===== config.mk =====
export PLATFORM = sky130hd
export DESIGN_NAME = cmbf_top
export DESIGN_NICKNAME = d
export VERILOG_FILES = /design/src/hw/cmbf_pkg.sv /design/src/hw/cmbf_fifo.sv /design/src/hw/cmbf_word_pack.sv /design/src/hw/cmbf_top.sv
export VERILOG_INCLUDE_DIRS = /design/src /design/src/hw
export SDC_FILE = /design/constraint.sdc
export NUM_CORES = 1
export LEC_CHECK = 0
export BUFFER_PORTS_ARGS = -buffer_cell sky130_fd_sc_hd__buf_4
export CORE_MARGIN = 5
export CORE_UTILIZATION = 50
export DETAILED_ROUTE_END_ITERATION = 10
export PLACE_DENSITY = 0.79
export SETUP_SLACK_MARGIN = 0.5
export SLEW_MARGIN = 20
export SYNTH_ARGS = -nofsm -noshare
export SYNTH_HDL_FRONTEND = slang
export SYNTH_SLANG_ARGS = --single-unit
export TNS_END_PERCENT = 30

===== constraint.sdc =====
create_clock -name MCLK -period 4.4 [get_ports MCLK]
set_clock_uncertainty 0.15 [all_clocks]
set_input_delay 0.88 -clock MCLK [delete_from_list [all_inputs] [get_ports MCLK]]
set_output_delay 0.88 -clock MCLK [all_outputs]
set_load 0.02 [all_outputs]

===== src/hw/cmbf_defines.svh =====
//----------------------------------------------------------------------------
// Summary of operation
//----------------------------------------------------------------------------
// Summary of operation
// RULE1: buffers sit in plain RAM; engine moves messages by memory access
// RULE2: software picks buffer base and size and writes message words directly
// RULE3: word 0 bits 12..2 hold standard identifier MSB first; 15..13 zero
// RULE4: word 0 bit 1 is substitute remote flag for standard frames
// RULE5: software writes substitute remote flag as one for extended frames
// RULE6: word 0 bit 0 selects extended (1) or standard (0) identifier
// RULE7: word 1 bits 11..0 hold extended identifier 17..6; 15..12 zero
// RULE8: word 2 bits 15..10 hold extended identifier 5..0
// RULE9: word 2 bit 9 is the remote request flag for extended frames
// RULE10: remote flag of word 2 is ignored for standard frames
// RULE11: software writes reserved bits 8 and 4 of word 2 as zero
// RULE12: word 2 bits 3..0 hold length code; bits 7..5 zero
// RULE13: words 3..6 hold payload bytes, even byte low, odd byte high
// RULE14: on receive, word 7 bits 12..8 get the matching filter number
// RULE15: filter field written only for receive buffers, not for transmit
// RULE16: word 7 low byte and bits 15..13 always zero
// RULE17: all buffer words sit in memory reached by the memory master port
// RULE18: buffer n spans eight 16-bit words from base plus 16*n bytes
`ifndef CMBF_DEFINES_SVH
`define CMBF_DEFINES_SVH

`define CMBF_WORDS_PER_BUF   8
`define CMBF_BYTES_PER_WORD  2
`define CMBF_TX_LAST_WORD    3'h6
`define CMBF_STD_MSB         12
`define CMBF_STD_LSB         2
`define CMBF_SRR_BIT         1
`define CMBF_IDE_BIT         0
`define CMBF_EXTH_MSB        11
`define CMBF_EXTL_MSB        15
`define CMBF_EXTL_LSB        10
`define CMBF_RTR_BIT         9
`define CMBF_RSVH_BIT        8
`define CMBF_RSVL_BIT        4
`define CMBF_DLC_MSB         3
`define CMBF_FILT_MSB        12
`define CMBF_FILT_LSB        8
`define CMBF_RST_WORD        16'h0000

`endif


===== src/hw/cmbf_pkg.sv =====
package cmbf_pkg;

  typedef enum logic [2:0] {
    CMBF_IDLE,
    CMBF_STORE,
    CMBF_FETCH_ISSUE,
    CMBF_FETCH_WAIT
  } cmbf_mode_type;

  typedef logic [15:0] cmbf_word_type;
  typedef logic [2:0]  cmbf_widx_type;

endpackage


===== src/hw/cmbf_fifo.sv =====
`timescale 1ns/1ps
module cmbf_fifo #(
  parameter int WIDTH = 32,
  parameter int DEPTH = 8
) (
  input  wire logic             MCLK,
  input  wire logic             RST,
  input  wire logic             IN_VALID,
  output logic                  IN_READY,
  input  wire logic [WIDTH-1:0] IN_DATA,
  output logic                  OUT_VALID,
  input  wire logic             OUT_READY,
  output logic      [WIDTH-1:0] OUT_DATA,
  output logic                  EMPTY
);
  localparam int PW = (DEPTH > 1) ? $clog2(DEPTH) : 1;

  initial begin
    if (DEPTH < 2 || (1 << PW) != DEPTH || WIDTH < 1)
      $error("cmbf_fifo: depth must be a power of two >= 2");
  end

  typedef struct packed {
    logic [DEPTH-1:0][WIDTH-1:0] mem;
    logic [PW-1:0]               wr_ptr;
    logic [PW-1:0]               rd_ptr;
    logic [PW:0]                 count;
  } cmbf_fifo_state_type;

  cmbf_fifo_state_type fifo_ff;
  cmbf_fifo_state_type nxt_fifo_ff;
  logic                push;
  logic                pop;

  assign IN_READY  = (fifo_ff.count != (PW+1)'(DEPTH));
  assign OUT_VALID = (fifo_ff.count != '0);
  assign EMPTY     = ~OUT_VALID;
  assign OUT_DATA  = fifo_ff.mem[fifo_ff.rd_ptr];
  assign push      = IN_VALID & IN_READY;
  assign pop       = OUT_VALID & OUT_READY;

  always_comb begin
    nxt_fifo_ff = fifo_ff;
    if (push) begin
      nxt_fifo_ff.mem[fifo_ff.wr_ptr] = IN_DATA;
      nxt_fifo_ff.wr_ptr = fifo_ff.wr_ptr + 1'b1;
    end
    if (pop) begin
      nxt_fifo_ff.rd_ptr = fifo_ff.rd_ptr + 1'b1;
    end
    nxt_fifo_ff.count = fifo_ff.count + (PW+1)'(push) - (PW+1)'(pop);
  end

  always_ff @(posedge MCLK) begin
    if (RST) begin
      fifo_ff <= '0;
    end else begin
      fifo_ff <= nxt_fifo_ff;
    end
  end
endmodule // cmbf_fifo


===== src/hw/cmbf_word_pack.sv =====
`timescale 1ns/1ps
`include "cmbf_defines.svh"
module cmbf_word_pack (
  input  wire logic [10:0]          STD_IDENT,
  input  wire logic [17:0]          EXT_IDENT,
  input  wire logic                 EXTENDED,
  input  wire logic                 REMOTE,
  input  wire logic [3:0]           DLC,
  input  wire logic [63:0]          DATA,
  input  wire logic [4:0]           FILTER,
  input  wire cmbf_pkg::cmbf_widx_type WORD_IDX,
  output cmbf_pkg::cmbf_word_type   WORD
);
  import cmbf_pkg::*;

  always_comb begin
    WORD = `CMBF_RST_WORD;                                      // [RULE16]
    unique case (WORD_IDX)
      3'h0: begin
        WORD[`CMBF_STD_MSB:`CMBF_STD_LSB] = STD_IDENT;          // [RULE3]
        // extended frames must carry a set substitute flag
        WORD[`CMBF_SRR_BIT] = EXTENDED | REMOTE;                // [RULE4]
        WORD[`CMBF_IDE_BIT] = EXTENDED;                         // [RULE6]
      end
      3'h1: WORD[`CMBF_EXTH_MSB:0] = EXT_IDENT[17:6];           // [RULE7]
      3'h2: begin
        WORD[`CMBF_EXTL_MSB:`CMBF_EXTL_LSB] = EXT_IDENT[5:0];   // [RULE8]
        WORD[`CMBF_RTR_BIT] = EXTENDED & REMOTE;                // [RULE9]
        WORD[`CMBF_DLC_MSB:0] = DLC;                            // [RULE12]
      end
      3'h3: WORD = DATA[15:0];                                  // [RULE13]
      3'h4: WORD = DATA[31:16];                                 // [RULE13]
      3'h5: WORD = DATA[47:32];                                 // [RULE13]
      3'h6: WORD = DATA[63:48];                                 // [RULE13]
      // unused bits of word 7 keep the cleared default
      3'h7: WORD[`CMBF_FILT_MSB:`CMBF_FILT_LSB] = FILTER;  // [RULE14]
    endcase
  end
endmodule // cmbf_word_pack


===== src/hw/cmbf_top.sv =====
`timescale 1ns/1ps
`include "cmbf_defines.svh"
module cmbf_top #(
  parameter int ADDR_W     = 16,
  parameter int BUF_W      = 5,
  parameter int FIFO_DEPTH = 8
) (
  input  wire logic              MCLK,
  input  wire logic              RST,
  // buffer area placement, owned by software
  input  wire logic [ADDR_W-1:0] BASE_ADDR,
  // store side: received message from the protocol engine
  input  wire logic              RX_VALID,
  output logic                   RX_READY,
  input  wire logic [BUF_W-1:0]  RX_BUFFER,
  input  wire logic [10:0]       RX_STD_IDENT,
  input  wire logic [17:0]       RX_EXT_IDENT,
  input  wire logic              RX_EXTENDED,
  input  wire logic              RX_REMOTE,
  input  wire logic [3:0]        RX_DLC,
  input  wire logic [63:0]       RX_DATA,
  input  wire logic [4:0]        RX_FILTER,
  // fetch side: message to transmit
  input  wire logic              TX_REQ,
  output logic                   TX_REQ_READY,
  input  wire logic [BUF_W-1:0]  TX_BUFFER,
  output logic                   TX_DONE,
  output logic [10:0]            TX_STD_IDENT,
  output logic [17:0]            TX_EXT_IDENT,
  output logic                   TX_EXTENDED,
  output logic                   TX_REMOTE,
  output logic [3:0]             TX_DLC,
  output logic [63:0]            TX_DATA,
  // memory master port, 16-bit words
  output logic                   MEM_REQ,
  output logic                   MEM_WE,
  output logic [ADDR_W-1:0]      MEM_ADDR,
  output logic [15:0]            MEM_WDATA,
  input  wire logic              MEM_GNT,
  input  wire logic              MEM_RVALID,
  input  wire logic [15:0]       MEM_RDATA
);
  import cmbf_pkg::*;

  localparam int FW = ADDR_W + 16;

  initial begin
    if (ADDR_W < BUF_W + 4 || BUF_W < 1 || FIFO_DEPTH < 2)
      $error("cmbf_top: address too narrow for buffer count");
  end

  //--------------------------------------------------------------------------
  // state
  //--------------------------------------------------------------------------
  typedef struct packed {
    cmbf_mode_type     mode;
    cmbf_widx_type     widx;
    logic [BUF_W-1:0]  buf_num;
    logic [10:0]       std_ident;
    logic [17:0]       ext_ident;
    logic              extended;
    logic              remote;
    logic [3:0]        dlc;
    logic [63:0]       data;
    logic [4:0]        filter;
    logic [10:0]       tx_std;
    logic [17:0]       tx_ext;
    logic              tx_extended;
    logic              tx_remote;
    logic [3:0]        tx_dlc;
    logic [63:0]       tx_data;
    logic              tx_done;
  } cmbf_top_state_type;

  cmbf_top_state_type state_ff;
  cmbf_top_state_type nxt_state_ff;

  cmbf_word_type     pack_word;
  logic [ADDR_W-1:0] word_addr;
  logic              fifo_in_valid;
  logic              fifo_in_ready;
  logic              fifo_out_valid;
  logic              fifo_out_ready;
  logic [FW-1:0]     fifo_out_data;
  logic              fifo_empty;
  logic              fetching;

  //--------------------------------------------------------------------------
  // word layout and address
  //--------------------------------------------------------------------------
  cmbf_word_pack u_pack (
    .STD_IDENT (state_ff.std_ident),
    .EXT_IDENT (state_ff.ext_ident),
    .EXTENDED  (state_ff.extended),
    .REMOTE    (state_ff.remote),
    .DLC       (state_ff.dlc),
    .DATA      (state_ff.data),
    .FILTER    (state_ff.filter),
    .WORD_IDX  (state_ff.widx),
    .WORD      (pack_word)
  );

  // eight consecutive words per buffer, word 0 lowest
  assign word_addr = BASE_ADDR                                     // [RULE2]
    + ADDR_W'(({state_ff.buf_num, state_ff.widx})
              * `CMBF_BYTES_PER_WORD);                              // [RULE18]

  //--------------------------------------------------------------------------
  // write buffer between formatter and memory
  //--------------------------------------------------------------------------
  // the fifo decouples a whole 8-word store from memory stalls; the
  // formatter itself waits when it fills
  assign fifo_in_valid = (state_ff.mode == CMBF_STORE);

  cmbf_fifo #(
    .WIDTH (FW),
    .DEPTH (FIFO_DEPTH)
  ) u_fifo (
    .MCLK      (MCLK),
    .RST       (RST),
    .IN_VALID  (fifo_in_valid),
    .IN_READY  (fifo_in_ready),
    .IN_DATA   ({word_addr, pack_word}),
    .OUT_VALID (fifo_out_valid),
    .OUT_READY (fifo_out_ready),
    .OUT_DATA  (fifo_out_data),
    .EMPTY     (fifo_empty)
  );

  //--------------------------------------------------------------------------
  // memory port
  //--------------------------------------------------------------------------
  assign fetching       = (state_ff.mode == CMBF_FETCH_ISSUE)
                        | (state_ff.mode == CMBF_FETCH_WAIT);
  // a fetch only starts with the fifo drained, so reads never pass writes
  assign fifo_out_ready = MEM_GNT & ~fetching;                      // [RULE1]
  assign MEM_REQ        = fetching ? (state_ff.mode == CMBF_FETCH_ISSUE)
                                   : fifo_out_valid;                // [RULE17]
  assign MEM_WE         = ~fetching & fifo_out_valid;
  assign MEM_ADDR       = fetching ? word_addr
                                   : fifo_out_data[FW-1:16];
  assign MEM_WDATA      = fetching ? 16'h0000 : fifo_out_data[15:0];

  //--------------------------------------------------------------------------
  // engine handshakes
  //--------------------------------------------------------------------------
  assign RX_READY     = (state_ff.mode == CMBF_IDLE);
  // stores win over fetches; a fetch waits for pending writes to land
  assign TX_REQ_READY = (state_ff.mode == CMBF_IDLE) & ~RX_VALID
                      & fifo_empty;

  assign TX_DONE      = state_ff.tx_done;
  assign TX_STD_IDENT = state_ff.tx_std;
  assign TX_EXT_IDENT = state_ff.tx_ext;
  assign TX_EXTENDED  = state_ff.tx_extended;
  assign TX_REMOTE    = state_ff.tx_remote;
  assign TX_DLC       = state_ff.tx_dlc;
  assign TX_DATA      = state_ff.tx_data;

  //--------------------------------------------------------------------------
  // sequencing
  //--------------------------------------------------------------------------
  always_comb begin
    nxt_state_ff         = state_ff;
    nxt_state_ff.tx_done = 1'b0;
    unique case (state_ff.mode)
      CMBF_IDLE: begin
        if (RX_VALID) begin
          nxt_state_ff.mode      = CMBF_STORE;
          nxt_state_ff.widx      = 3'h0;
          nxt_state_ff.buf_num   = RX_BUFFER;
          nxt_state_ff.std_ident = RX_STD_IDENT;
          nxt_state_ff.ext_ident = RX_EXT_IDENT;
          nxt_state_ff.extended  = RX_EXTENDED;
          nxt_state_ff.remote    = RX_REMOTE;
          nxt_state_ff.dlc       = RX_DLC;
          nxt_state_ff.data      = RX_DATA;
          nxt_state_ff.filter    = RX_FILTER;                        // [RULE14]
        end else if (TX_REQ && fifo_empty) begin
          nxt_state_ff.mode    = CMBF_FETCH_ISSUE;
          nxt_state_ff.widx    = 3'h0;
          nxt_state_ff.buf_num = TX_BUFFER;
        end
      end
      CMBF_STORE: begin
        if (fifo_in_ready) begin
          // all eight words, filter word last, only on receive
          if (state_ff.widx == 3'h7) begin                          // [RULE15]
            nxt_state_ff.mode = CMBF_IDLE;
          end
          nxt_state_ff.widx = state_ff.widx + 3'h1;
        end
      end
      CMBF_FETCH_ISSUE: begin
        if (MEM_GNT) begin
          nxt_state_ff.mode = CMBF_FETCH_WAIT;
        end
      end
      CMBF_FETCH_WAIT: begin
        if (MEM_RVALID) begin
          unique case (state_ff.widx)
            3'h0: begin
              nxt_state_ff.tx_std =
                MEM_RDATA[`CMBF_STD_MSB:`CMBF_STD_LSB];             // [RULE3]
              nxt_state_ff.tx_extended = MEM_RDATA[`CMBF_IDE_BIT];   // [RULE6]
              nxt_state_ff.tx_remote   = MEM_RDATA[`CMBF_SRR_BIT];   // [RULE4]
            end
            3'h1: nxt_state_ff.tx_ext[17:6] =
                    MEM_RDATA[`CMBF_EXTH_MSB:0];                     // [RULE7]
            3'h2: begin
              nxt_state_ff.tx_ext[5:0] =
                MEM_RDATA[`CMBF_EXTL_MSB:`CMBF_EXTL_LSB];           // [RULE8]
              // standard frames keep the substitute flag from word 0
              if (state_ff.tx_extended) begin                       // [RULE10]
                nxt_state_ff.tx_remote = MEM_RDATA[`CMBF_RTR_BIT];   // [RULE9]
              end
              nxt_state_ff.tx_dlc = MEM_RDATA[`CMBF_DLC_MSB:0];     // [RULE12]
            end
            3'h3: nxt_state_ff.tx_data[15:0]  = MEM_RDATA;          // [RULE13]
            3'h4: nxt_state_ff.tx_data[31:16] = MEM_RDATA;          // [RULE13]
            3'h5: nxt_state_ff.tx_data[47:32] = MEM_RDATA;          // [RULE13]
            default: nxt_state_ff.tx_data[63:48] = MEM_RDATA;       // [RULE13]
          endcase
          // transmit fetch stops at word 6: filter word is not used
          if (state_ff.widx == `CMBF_TX_LAST_WORD) begin            // [RULE15]
            nxt_state_ff.mode    = CMBF_IDLE;
            nxt_state_ff.tx_done = 1'b1;
          end else begin
            nxt_state_ff.mode = CMBF_FETCH_ISSUE;
            nxt_state_ff.widx = state_ff.widx + 3'h1;
          end
        end
      end
      default: nxt_state_ff.mode = CMBF_IDLE;
    endcase
  end

  always_ff @(posedge MCLK) begin
    if (RST) begin
      state_ff      <= '0;
      state_ff.mode <= CMBF_IDLE;
    end else begin
      state_ff <= nxt_state_ff;
    end
  end
endmodule // cmbf_top


# Word-level counts from Yosys, hierarchy flattened
# Index checks and enable logic that the tools add are counted.
[word_totals]
register_bits = 481
inputBits = 152
output_inout_bits = 136
elab_cells = 123
[classes]
add_sub_neg = 6
n_lt_le_gt_ge = 3
eq_ne = 18
mux = 27
n_bitwise = 15
n_reduce_logical = 22
[op_table]
columns = ["operator", "count"]
rows = [
  ["bitwise mux 256 bit", 1],
  ["binary-select mux 32 bit (select 3 bit)", 1],
  ["demux 32 bit (select 3 bit)", 1],
  ["2-to-1 mux 32 bit", 2],
  ["2-to-1 mux 16 bit", 2],
  ["one-hot mux 4 bit (7 select lines)", 1],
  ["one-hot mux 3 bit (8 select lines)", 1],
  ["one-hot mux 4 bit (6 select lines)", 1],
  ["2-to-1 mux 11 bit", 2],
  ["AND reduction 3 bit", 7],
  ["adder 16 x 9 -> 16 bit", 1],
  ["one-hot mux 3 bit (5 select lines)", 1],
  ["one-hot mux 1 bit (7 select lines)", 2],
  ["== test 3 x 2 -> 1 bit (second input constant)", 4],
  ["== test 3 bit (second input constant)", 4],
  ["2-to-1 mux 6 bit", 2],
  ["!= test 2 bit (second input constant)", 6],
  ["one-hot mux 3 bit (4 select lines)", 1],
  ["AND reduction 5 bit", 2],
  ["adder 3 x 1 -> 3 bit (second input constant)", 3],
  ["2-to-1 mux 3 bit", 3],
  ["one-hot mux 3 bit (3 select lines)", 1],
  ["< comparator 3 x 4 -> 1 bit (second input constant)", 2],
  ["AND 1 bit", 7],
  ["other kinds (20)", 33],
]

# Logic depth before layout (Yosys ltp)
# Gate-level depths: netlist (run 1).
[depth]
word_depth = 6
depth_mapped = 11
mapped_depth_nobuf = 11

# By module
# A second synthesis (run 1) with hierarchy kept.
[hier_totals]
hier_cells = 2351
area_unflattened_um2 = 22571.6
[modules_own_cells]
columns = ["mod", "instances", "cells_each", "area_per_inst_um2", "seq_area_each_um2"]
rows = [
  ["cmbf_fifo", 1, 1085, 12494.5, 5325.1],
  ["cmbf_top", 1, 1145, 9163.8, 4284.1],
  ["cmbf_word_pack", 1, 121, 913.4, 0.0],
]

# Worst setup path before layout (run 1)
# No wires, ideal clock.
[synth_path]
kind = "input-to-output"
startpoint = "in BASE_ADDR[1]"
endpoint = "out MEM_ADDR[15]"
arrival_time_ns = 2.818
required_ns = 3.370
setup_slack_ns = 0.552
cell_stages = 9
path_buffers = 1
path_cell_list = "ha_1 inv_1 fa_1 nand2b_1 a21oi_2 o21ai_2 or3_1 buf_2 a31oi_1"
[synth_via]
elab_chain_len = 2
[synth_lines]
columns = ["item", "line", "rtl"]
rows = [
  ["start, declared", "cmbf_top.sv:11", "input wire logic [ADDR_W-1:0] BASE_ADDR,"],
  ["adder 16 x 9 -> 16 bit", "cmbf_top.sv:104", "assign word_addr = BASE_ADDR"],
  ["2-to-1 mux 16 bit", "cmbf_top.sv:140", "assign MEM_ADDR = fetching ? word_addr"],
  ["end, declared", "cmbf_top.sv:37", "output logic [ADDR_W-1:0] MEM_ADDR,"],
]
# Every way passes these cells.

# Worst setup path after layout (run 1)
[layout_path]
startpoint = "in BASE_ADDR[1]"
endpoint = "out MEM_ADDR[5]"
# Same word-level chain as after synthesis.

==> metrics.md, run 1 <==
| Metric | Value |
|---|---|
| First-pass detailed-route iteration total | 6 |
| Drt drc | 0 |
| Die area | 46,670 sq um |
| Final hold viol count | 0 |
| CTS H-tree depth | 2 |
| Avg Inst Size Synth | 8.649 sq um |
| CP Launch Type | input port |
| Vias in the first global route | 18,010 |
| Most frequent cells in the layout | 571 x nand2_1, 474 x dfxtp_1, 331 x buf_4 |
| Fin. max-slew vios | 0 |
| Slew @ Worst Pin | 1102 ps |
| Comb pwr share | 0.246 |
| Mapped Cells | 2,454 |
| # nets final | 2,726 |
| Number of flops mapped to enable cells by yosys | 0 |
| Clock root cell | clkbuf_16 |
| Hold buffer count at CTS | 0 |
| GRT overflow | 0 |
| Initial antenna violation count | 1 |
| Status | completed |
| Lkg Pwr | 8.884 nW |
| Crit. End Element | primary output |
| Worst Path Max Fanout | 2 |
| Net Sw Frac | 0.3131 |
| CTS sink cnt | 480 |
| Net switching power figure | 0.003735 W |
| Seq pwr share | 0.406 |
| Worst vdd ir | 302.9 uV |
| Starting DRT DRC Count | 1,490 |
| CP arrival | 2900 ps |
| Internal | 0.008193 W |
| Core Region | 41,950 sq um |
| CTS tree | yes |
| Peak Freq | 0.2545 GHz |
| Slew headroom | 0.2651 |
| Vias per cell | 5.812 |
| Most common cell after layout, fill and taps aside | nand2_1 |
| Clock latency on the worst-skew pair | 570 ps |
| Max Cap Viol | 0 |
| Io pins | 288 |
| Post-synth top flop | dfxtp_1 |
| Global-route wire length before repair | 98.03 mm |
| Post-Route WL | 61.91 mm |
| Post-synthesis sequential area ratio | 0.4528 |
| Width of the die | 216.0 um |
| Yosys top cell by area | dfxtp_1 |
| Clk buf depth | 3 |
| FF+latch count, synth | 480 |
| Crit path time final | 3930 ps |
| Mapped Nets | 2,630 |
| RSZ-0062 raised after global routing | yes |
| Fillers | 3,497 |
| Final setup violation count | 0 |
| Row Count | 75 |
| Synthesized cell area | 21,220 sq um |
| Synth area leaders | dfxtp_1 45%, nand2_1 10%, a21oi_1 7.8% |
| Chip height | 216.0 um |
| Pin count of the biggest net entering global routing | 131 |
| Port buffer count | 287 |
| Final HPWL DP | 40.95 mm |
| Crit Path Class | in -> out |
| Required @ worst endpoint | 3370 ps |
| Initial core utilization | 0.5060 |
| Layout cells sized above 1 | 0.2111 |
| Clock Pin Slew Worst Setup and Hold Paths | 60 ps |
| Period utilization | 0.8931 |
| Dpl cells | 3,035 |
| Synth top area share | 0.4528 |
| Global-route usage over all layers | 0.2561 |
| Area Growth Syn to Fin | 17.11% |
| CTS buffer count | 47 |
| Hold/Removal Path Class | reg -> reg |
| Synth cell types | 71 |
| Avg WL per Cell | 19.80 um |
| Post-route insts no fill | 3,127 |
| Setup TNS Final | 0 ps |
| Vias | 18,180 |
| Pwr Density | 479.9 nW/um^2 |
| YS warnings | 0 |
| GP Congestion | 0.8749 |
| Clock power frac | 0.347 |
| Routed Antenna Nets | 0 |
| Ys async rst share | 0 |
## kinds of logic after synthesis
group / synth area share
muxes: 0.1001
xor gates and xnor gates: 0.003301
DFF: 0.4528
adders and majority gates: 0.01486
and+or+nand+nor: 0.1832
AOI/OAI and AO/OA: 0.1703
buffers and inverters: 0.07552
## what timing repair did
action,in CTS,in global routing
setup buffers,3,2
setup endpoints to repair,19,12
pin swaps,4,5
gates cloned,0,0
gates resized for setup,11,14
## metrics by stage
step	total power [W]	worst slack [ps]	util	cell area, sq um	hold WS [ps]
after floorplan	0.006792	551.7	-	21220	281.9
after global placement	0.007685	338.2	0.5501	23080	288.4
after detailed placement	0.007775	256.6	0.5501	23080	295.4
after CTS	0.01194	415.3	0.5904	24760	304.0
after global routing	0.01246	396.3	0.5925	24860	320.3
final	0.01193	470.5	0.5925	24860	300.8
## cells in the mapped netlist, types with 3 or more instances
library cell,n
nand2_1,572
dfxtp_1,480
a21oi_1,330
nor2_1,201
clkbuf_1,128
a211oi_1,123
buf_4,97
mux4_2,64
mux2i_1,57
buf_2,54
nand3_1,36
nand3b_1,25
ha_1,22
o21ai_0,21
buf_1,19
nor2b_1,19
o31ai_1,17
a222oi_1,15
a311oi_1,15
inv_1,13
mux2_2,10
nand4_1,9
o21ai_1,9
nand2b_1,8
a22oi_1,7
a31oi_1,7
and2_1,7
and3_1,7
a21o_1,5
or3_1,5
xnor2_1,5
a22o_1,4
nand4b_1,4
nor2_2,4
nor3_2,4
a221oi_1,3
nor3b_1,3
xor2_1,3
## registers in the layout, indices dropped and copies added, names as in the netlist
name / flops
TX_DATA: 64
TX_EXTENDED: 1
u_fifo.fifo_ff: 266
TX_EXT_IDENT: 18
TX_DONE: 1
TX_DLC: 4
TX_STD_IDENT: 11
TX_REMOTE: 1
state_ff: 114
## worst max-delay path: stages
cell and delay (ps):
buf_4 90, ha_2 180, inv_1 50, fa_1 400, nand2b_4 180, a21boi_0 280
or3_1 180, nand3_1 90, o21ai_1 340, buf_4 240
## power by group through the flow
stage | Sequential (W) | Combinational (W) | Clock, W
after floorplan | 0.00482 | 0.00197 | 0
after global placement | 0.00494 | 0.00274 | 0
after detailed placement | 0.00496 | 0.00281 | 0
after CTS | 0.00484 | 0.00290 | 0.00420
after global routing | 0.00488 | 0.00319 | 0.00439
final | 0.00485 | 0.00294 | 0.00414
## path summary, 6_finish.rpt
check	cells after the start	slack, ps	start	end
max	10	470	BASE_ADDR[1]	MEM_ADDR[5]
min	2	300	u_fifo.fifo_ff[90]	u_fifo.fifo_ff[90]
max reg2reg	10	1070	state_ff[211]	u_fifo.fifo_ff[150]
min reg2reg	2	300	u_fifo.fifo_ff[90]	u_fifo.fifo_ff[90]
## cell type report
cell class	instances	area (sq um)	area share
clock buffer	66	1348	0.05422
multi-input combinational	1662	10150	0.4083
sequential	480	9622	0.3871
timing repair buffer	345	2759	0.1110
clock inverter	20	250.2	0.01007
antenna	1	2.502	0.0001007
inverter	14	52.55	0.002114
tap	539	674.4	0.02713
## routing by layer
metal	vias to the layer above	routed length, um	GRT usage
li1	8600	-	-
met1	8679	24930	0.3269
met4	0	2584	0.1090
met5	-	0	0
met3	147	4201	0.03882
met2	749	30200	0.4347
(Power assumes the default switching activity.)
==> inputs of run 2 (changes only) <==
--- a/config.mk
+++ b/config.mk
@@ -6,11 +6,12 @@
 export SDC_FILE = /design/constraint.sdc
 export NUM_CORES = 1
 export LEC_CHECK = 0
-export BUFFER_PORTS_ARGS = -buffer_cell sky130_fd_sc_hd__buf_4
+export ABC_AREA = 1
 export CORE_MARGIN = 5
-export CORE_UTILIZATION = 50
+export CORE_UTILIZATION = 65
 export DETAILED_ROUTE_END_ITERATION = 10
-export PLACE_DENSITY = 0.79
+export DONT_BUFFER_PORTS = 1
+export PLACE_DENSITY = 0.89
 export SETUP_SLACK_MARGIN = 0.5
 export SLEW_MARGIN = 20
 export SYNTH_ARGS = -nofsm -noshare
==> metrics.md, run 2 <==
| Metric | Value |
|---|---|
| Crit. End Element | primary output |
| Area Growth Syn to Fin | 4.357% |
| Synth cell types | 35 |
| Crit-path cells | inv_2 > buf_12 > nor2_1 > o21ai_0 > o21ai_0 > a31oi_1 |
| FF+latch count, synth | 480 |
| Width of the die | 192.6 um |
| Slew @ Worst Pin | 1108 ps |
| Final hold viol count | 0 |
| Most frequent cell after synthesis | nor2_1 |
| Clock Pin Slew Worst Setup and Hold Paths | 60 ps |
| Cell repeated most along the worst path | o21ai_0 |
| Period utilization | 0.8679 |
| Row Count | 66 |
| Power Total | 0.01327 W |
| Max FFs per register | 266 |
| Net switching power figure | 0.005043 W |
| Initial antenna violation count | 2 |
| Required @ worst endpoint | 3370 ps |
| Number of flops mapped to enable cells by yosys | 0 |
| Final setup violation count | 0 |
| Mapped Nets | 3,285 |
| Clock latency on the worst-skew pair | 560 ps |
| Post-Route WL | 64.70 mm |
| CTS tree | yes |
| Global-route usage over all layers | 0.3342 |
| Die area | 37,110 sq um |
| Post-route cell area | 22,630 sq um |
| Final HPWL DP | 41.90 mm |
| Starting DRT DRC Count | 2,420 |
| Vias in the first global route | 19,350 |
| CP Launch Type | flop |
| CTS buffer count | 48 |
| Vias | 20,500 |
| GRT overflow | 0 |
| Seq pwr share | 0.381 |
| Layout cells sized above 1 | 0.05412 |
| Synth top area share | 0.4432 |
| Avg Inst Size Synth | 6.974 sq um |
| Global-route wire length before repair | 100.3 mm |
| Worst vdd ir | 420.9 uV |
| Fin. max-slew vios | 0 |
| Synthesized cell area | 21,680 sq um |
| Pwr Density | 586.6 nW/um^2 |
| Routed Antenna Nets | 0 |
| CP arrival | 2790 ps |
| Crit Path Class | reg -> out |
| Setup TNS Final | 0 ps |
| Ys async rst share | 0 |
| Crit path time final | 3819 ps |
| Io pins | 288 |
| Net Sw Frac | 0.3799 |
| Hold/Removal Path Class | in -> reg |
| Yosys top cell by area | dfxtp_1 |
| Slew headroom | 0.2565 |
| GP Congestion | 0.9007 |
| Post-synth top flop | dfxtp_1 |
| DP Worst Slack | 676.8 ps |
| Placed Area | 21,010 sq um |
| Reg with most FFs | u_fifo.fifo_ff |
| Top cells by count, synth | 771 x nor2_1, 524 x o21ai_0, 480 x dfxtp_1 |
| RSZ-0062 raised after global routing | yes |
| Status | completed |
| Port buffer count | 0 |
| # nets final | 3,079 |
| CTS sink cnt | 480 |
| Clock power frac | 0.310 |
| YS warnings | 0 |
| Final worst slack | 581.4 ps |
| Peak Freq | 0.2619 GHz |
| Most frequent cells in the layout | 771 x nor2_1, 522 x o21ai_0, 478 x dfxtp_1 |
| Comb pwr share | 0.309 |
| CTS H-tree depth | 2 |
| Core Region | 32,700 sq um |
| Most common cell after layout, fill and taps aside | nor2_1 |
| Synth area leaders | dfxtp_1 44%, nor2_1 13%, o21ai_0 12% |
| Chip height | 192.6 um |
| Hold buffer count at CTS | 0 |
| Max Cap Viol | 0 |
| Slowest CP cell | a31oi_1 |
| Lkg Pwr | 9.913 nW |
| Mapped Cells | 3,109 |
| Avg WL per Cell | 19.13 um |
| Initial core utilization | 0.6631 |
| Clock root cell | clkbuf_16 |
| Pin count of the biggest net entering global routing | 197 |
| Worst Path Max Fanout | 54 |
| Worst path max stage delay | 670 ps |
| Post-synthesis sequential area ratio | 0.4432 |
| First-pass detailed-route iteration total | 6 |
| Drt drc | 0 |
| Clk buf depth | 3 |
| Vias per cell | 6.062 |
| Internal | 0.008231 W |
[run 2: cell types whose count changed after synthesis, moves of 17 or more]
| cell | delta |
|---|---|
| a211oi_1 | -123 |
| nand3_1 | +66 |
| nand3b_1 | -25 |
| nand2_1 | -280 |
| o21ai_0 | +503 |
| inv_1 | +201 |
| nor2b_1 | -19 |
| a21oi_1 | -125 |
| mux4_2 | -64 |
| mux2i_1 | -57 |
| nor2_1 | +570 |
| o31ai_1 | -17 |
| o21ai_1 | +81 |
[run 2: what timing repair did]
item                       4_1_cts  5_1_grt
cloned                           0        0
hold endpoints to repair         0        0
pin swaps                        0        0
setup buffers                    0        0
gates resized for setup          1        7
setup endpoints to repair        2        6
[run 2: cell type report]
type	count	area, sq um
clock inverter	17	168.9
tap	442	553.0
antenna	2	5.005
fill	2648	10070
multi-input combinational	2103	9642
sequential	480	9614
inverter	228	865.8
timing repair buffer	42	352.8
clock buffer	68	1426
[run 2: stage by stage]
step / hold slack, ps / utilization / instances
after global routing: 264.4 / 0.6920 / 3382
after floorplan: 274.5 / - / 3109
after detailed placement: 292.3 / 0.6423 / 3295
after CTS: 243.6 / 0.6912 / 3380
final: 275.2 / 0.6920 / 3382
after global placement: 284.3 / 0.6423 / 3295
[run 2: final timing paths]
path	cells past startpoint	start	end	slack, ps
min reg2reg	2	state_ff[192]	state_ff[192]	300
max	6	u_fifo.fifo_ff[4]	MEM_WDATA[2]	580
min	1	RST	state_ff[211]	280
max reg2reg	8	state_ff[209]	u_fifo.fifo_ff[56]	1240
[run 2: per-layer routing]
| metal | track usage | vias to the layer above | part of all wire |
|---|---|---|---|
| li1 | - | 9575 | - |
| met3 | 0.06910 | 249 | 0.11 |
| met5 | 0 | - | 0 |
| met2 | 0.5363 | 1319 | 0.46 |
| met4 | 0.1572 | 0 | 0.048 |
| met1 | 0.4331 | 9357 | 0.38 |
[run 2: cell families after synthesis]
logic type	count (synthesis)	synth area share
buffers and inverters	526	0.1136
AOI/OAI and AO/OA	877	0.2082
xor gates and xnor gates	5	0.002020
DFF	480	0.4432
adders and majority gates	24	0.01454
and+or+nand+nor	1197	0.2185
[run 2: power by group through the flow]
| stage | Sequential (W) | Clock (W) | Combinational (W) |
|---|---|---|---|
| floorplan | 0.00503 | 0 | 0.00292 |
| global placement | 0.00512 | 0 | 0.00384 |
| detailed placement | 0.00514 | 0 | 0.00396 |
| CTS | 0.00505 | 0.00411 | 0.00400 |
| global route | 0.00509 | 0.00430 | 0.00450 |
| finish | 0.00506 | 0.00411 | 0.00410 |
[run 2: critical path: cells and delay by family, from the launching register on]
kind	cells	cell delay [ps]
and+or+nand+nor	1	70
AOI/OAI and AO/OA	3	1040
buffers and inverters	2	750
DFF	1	350
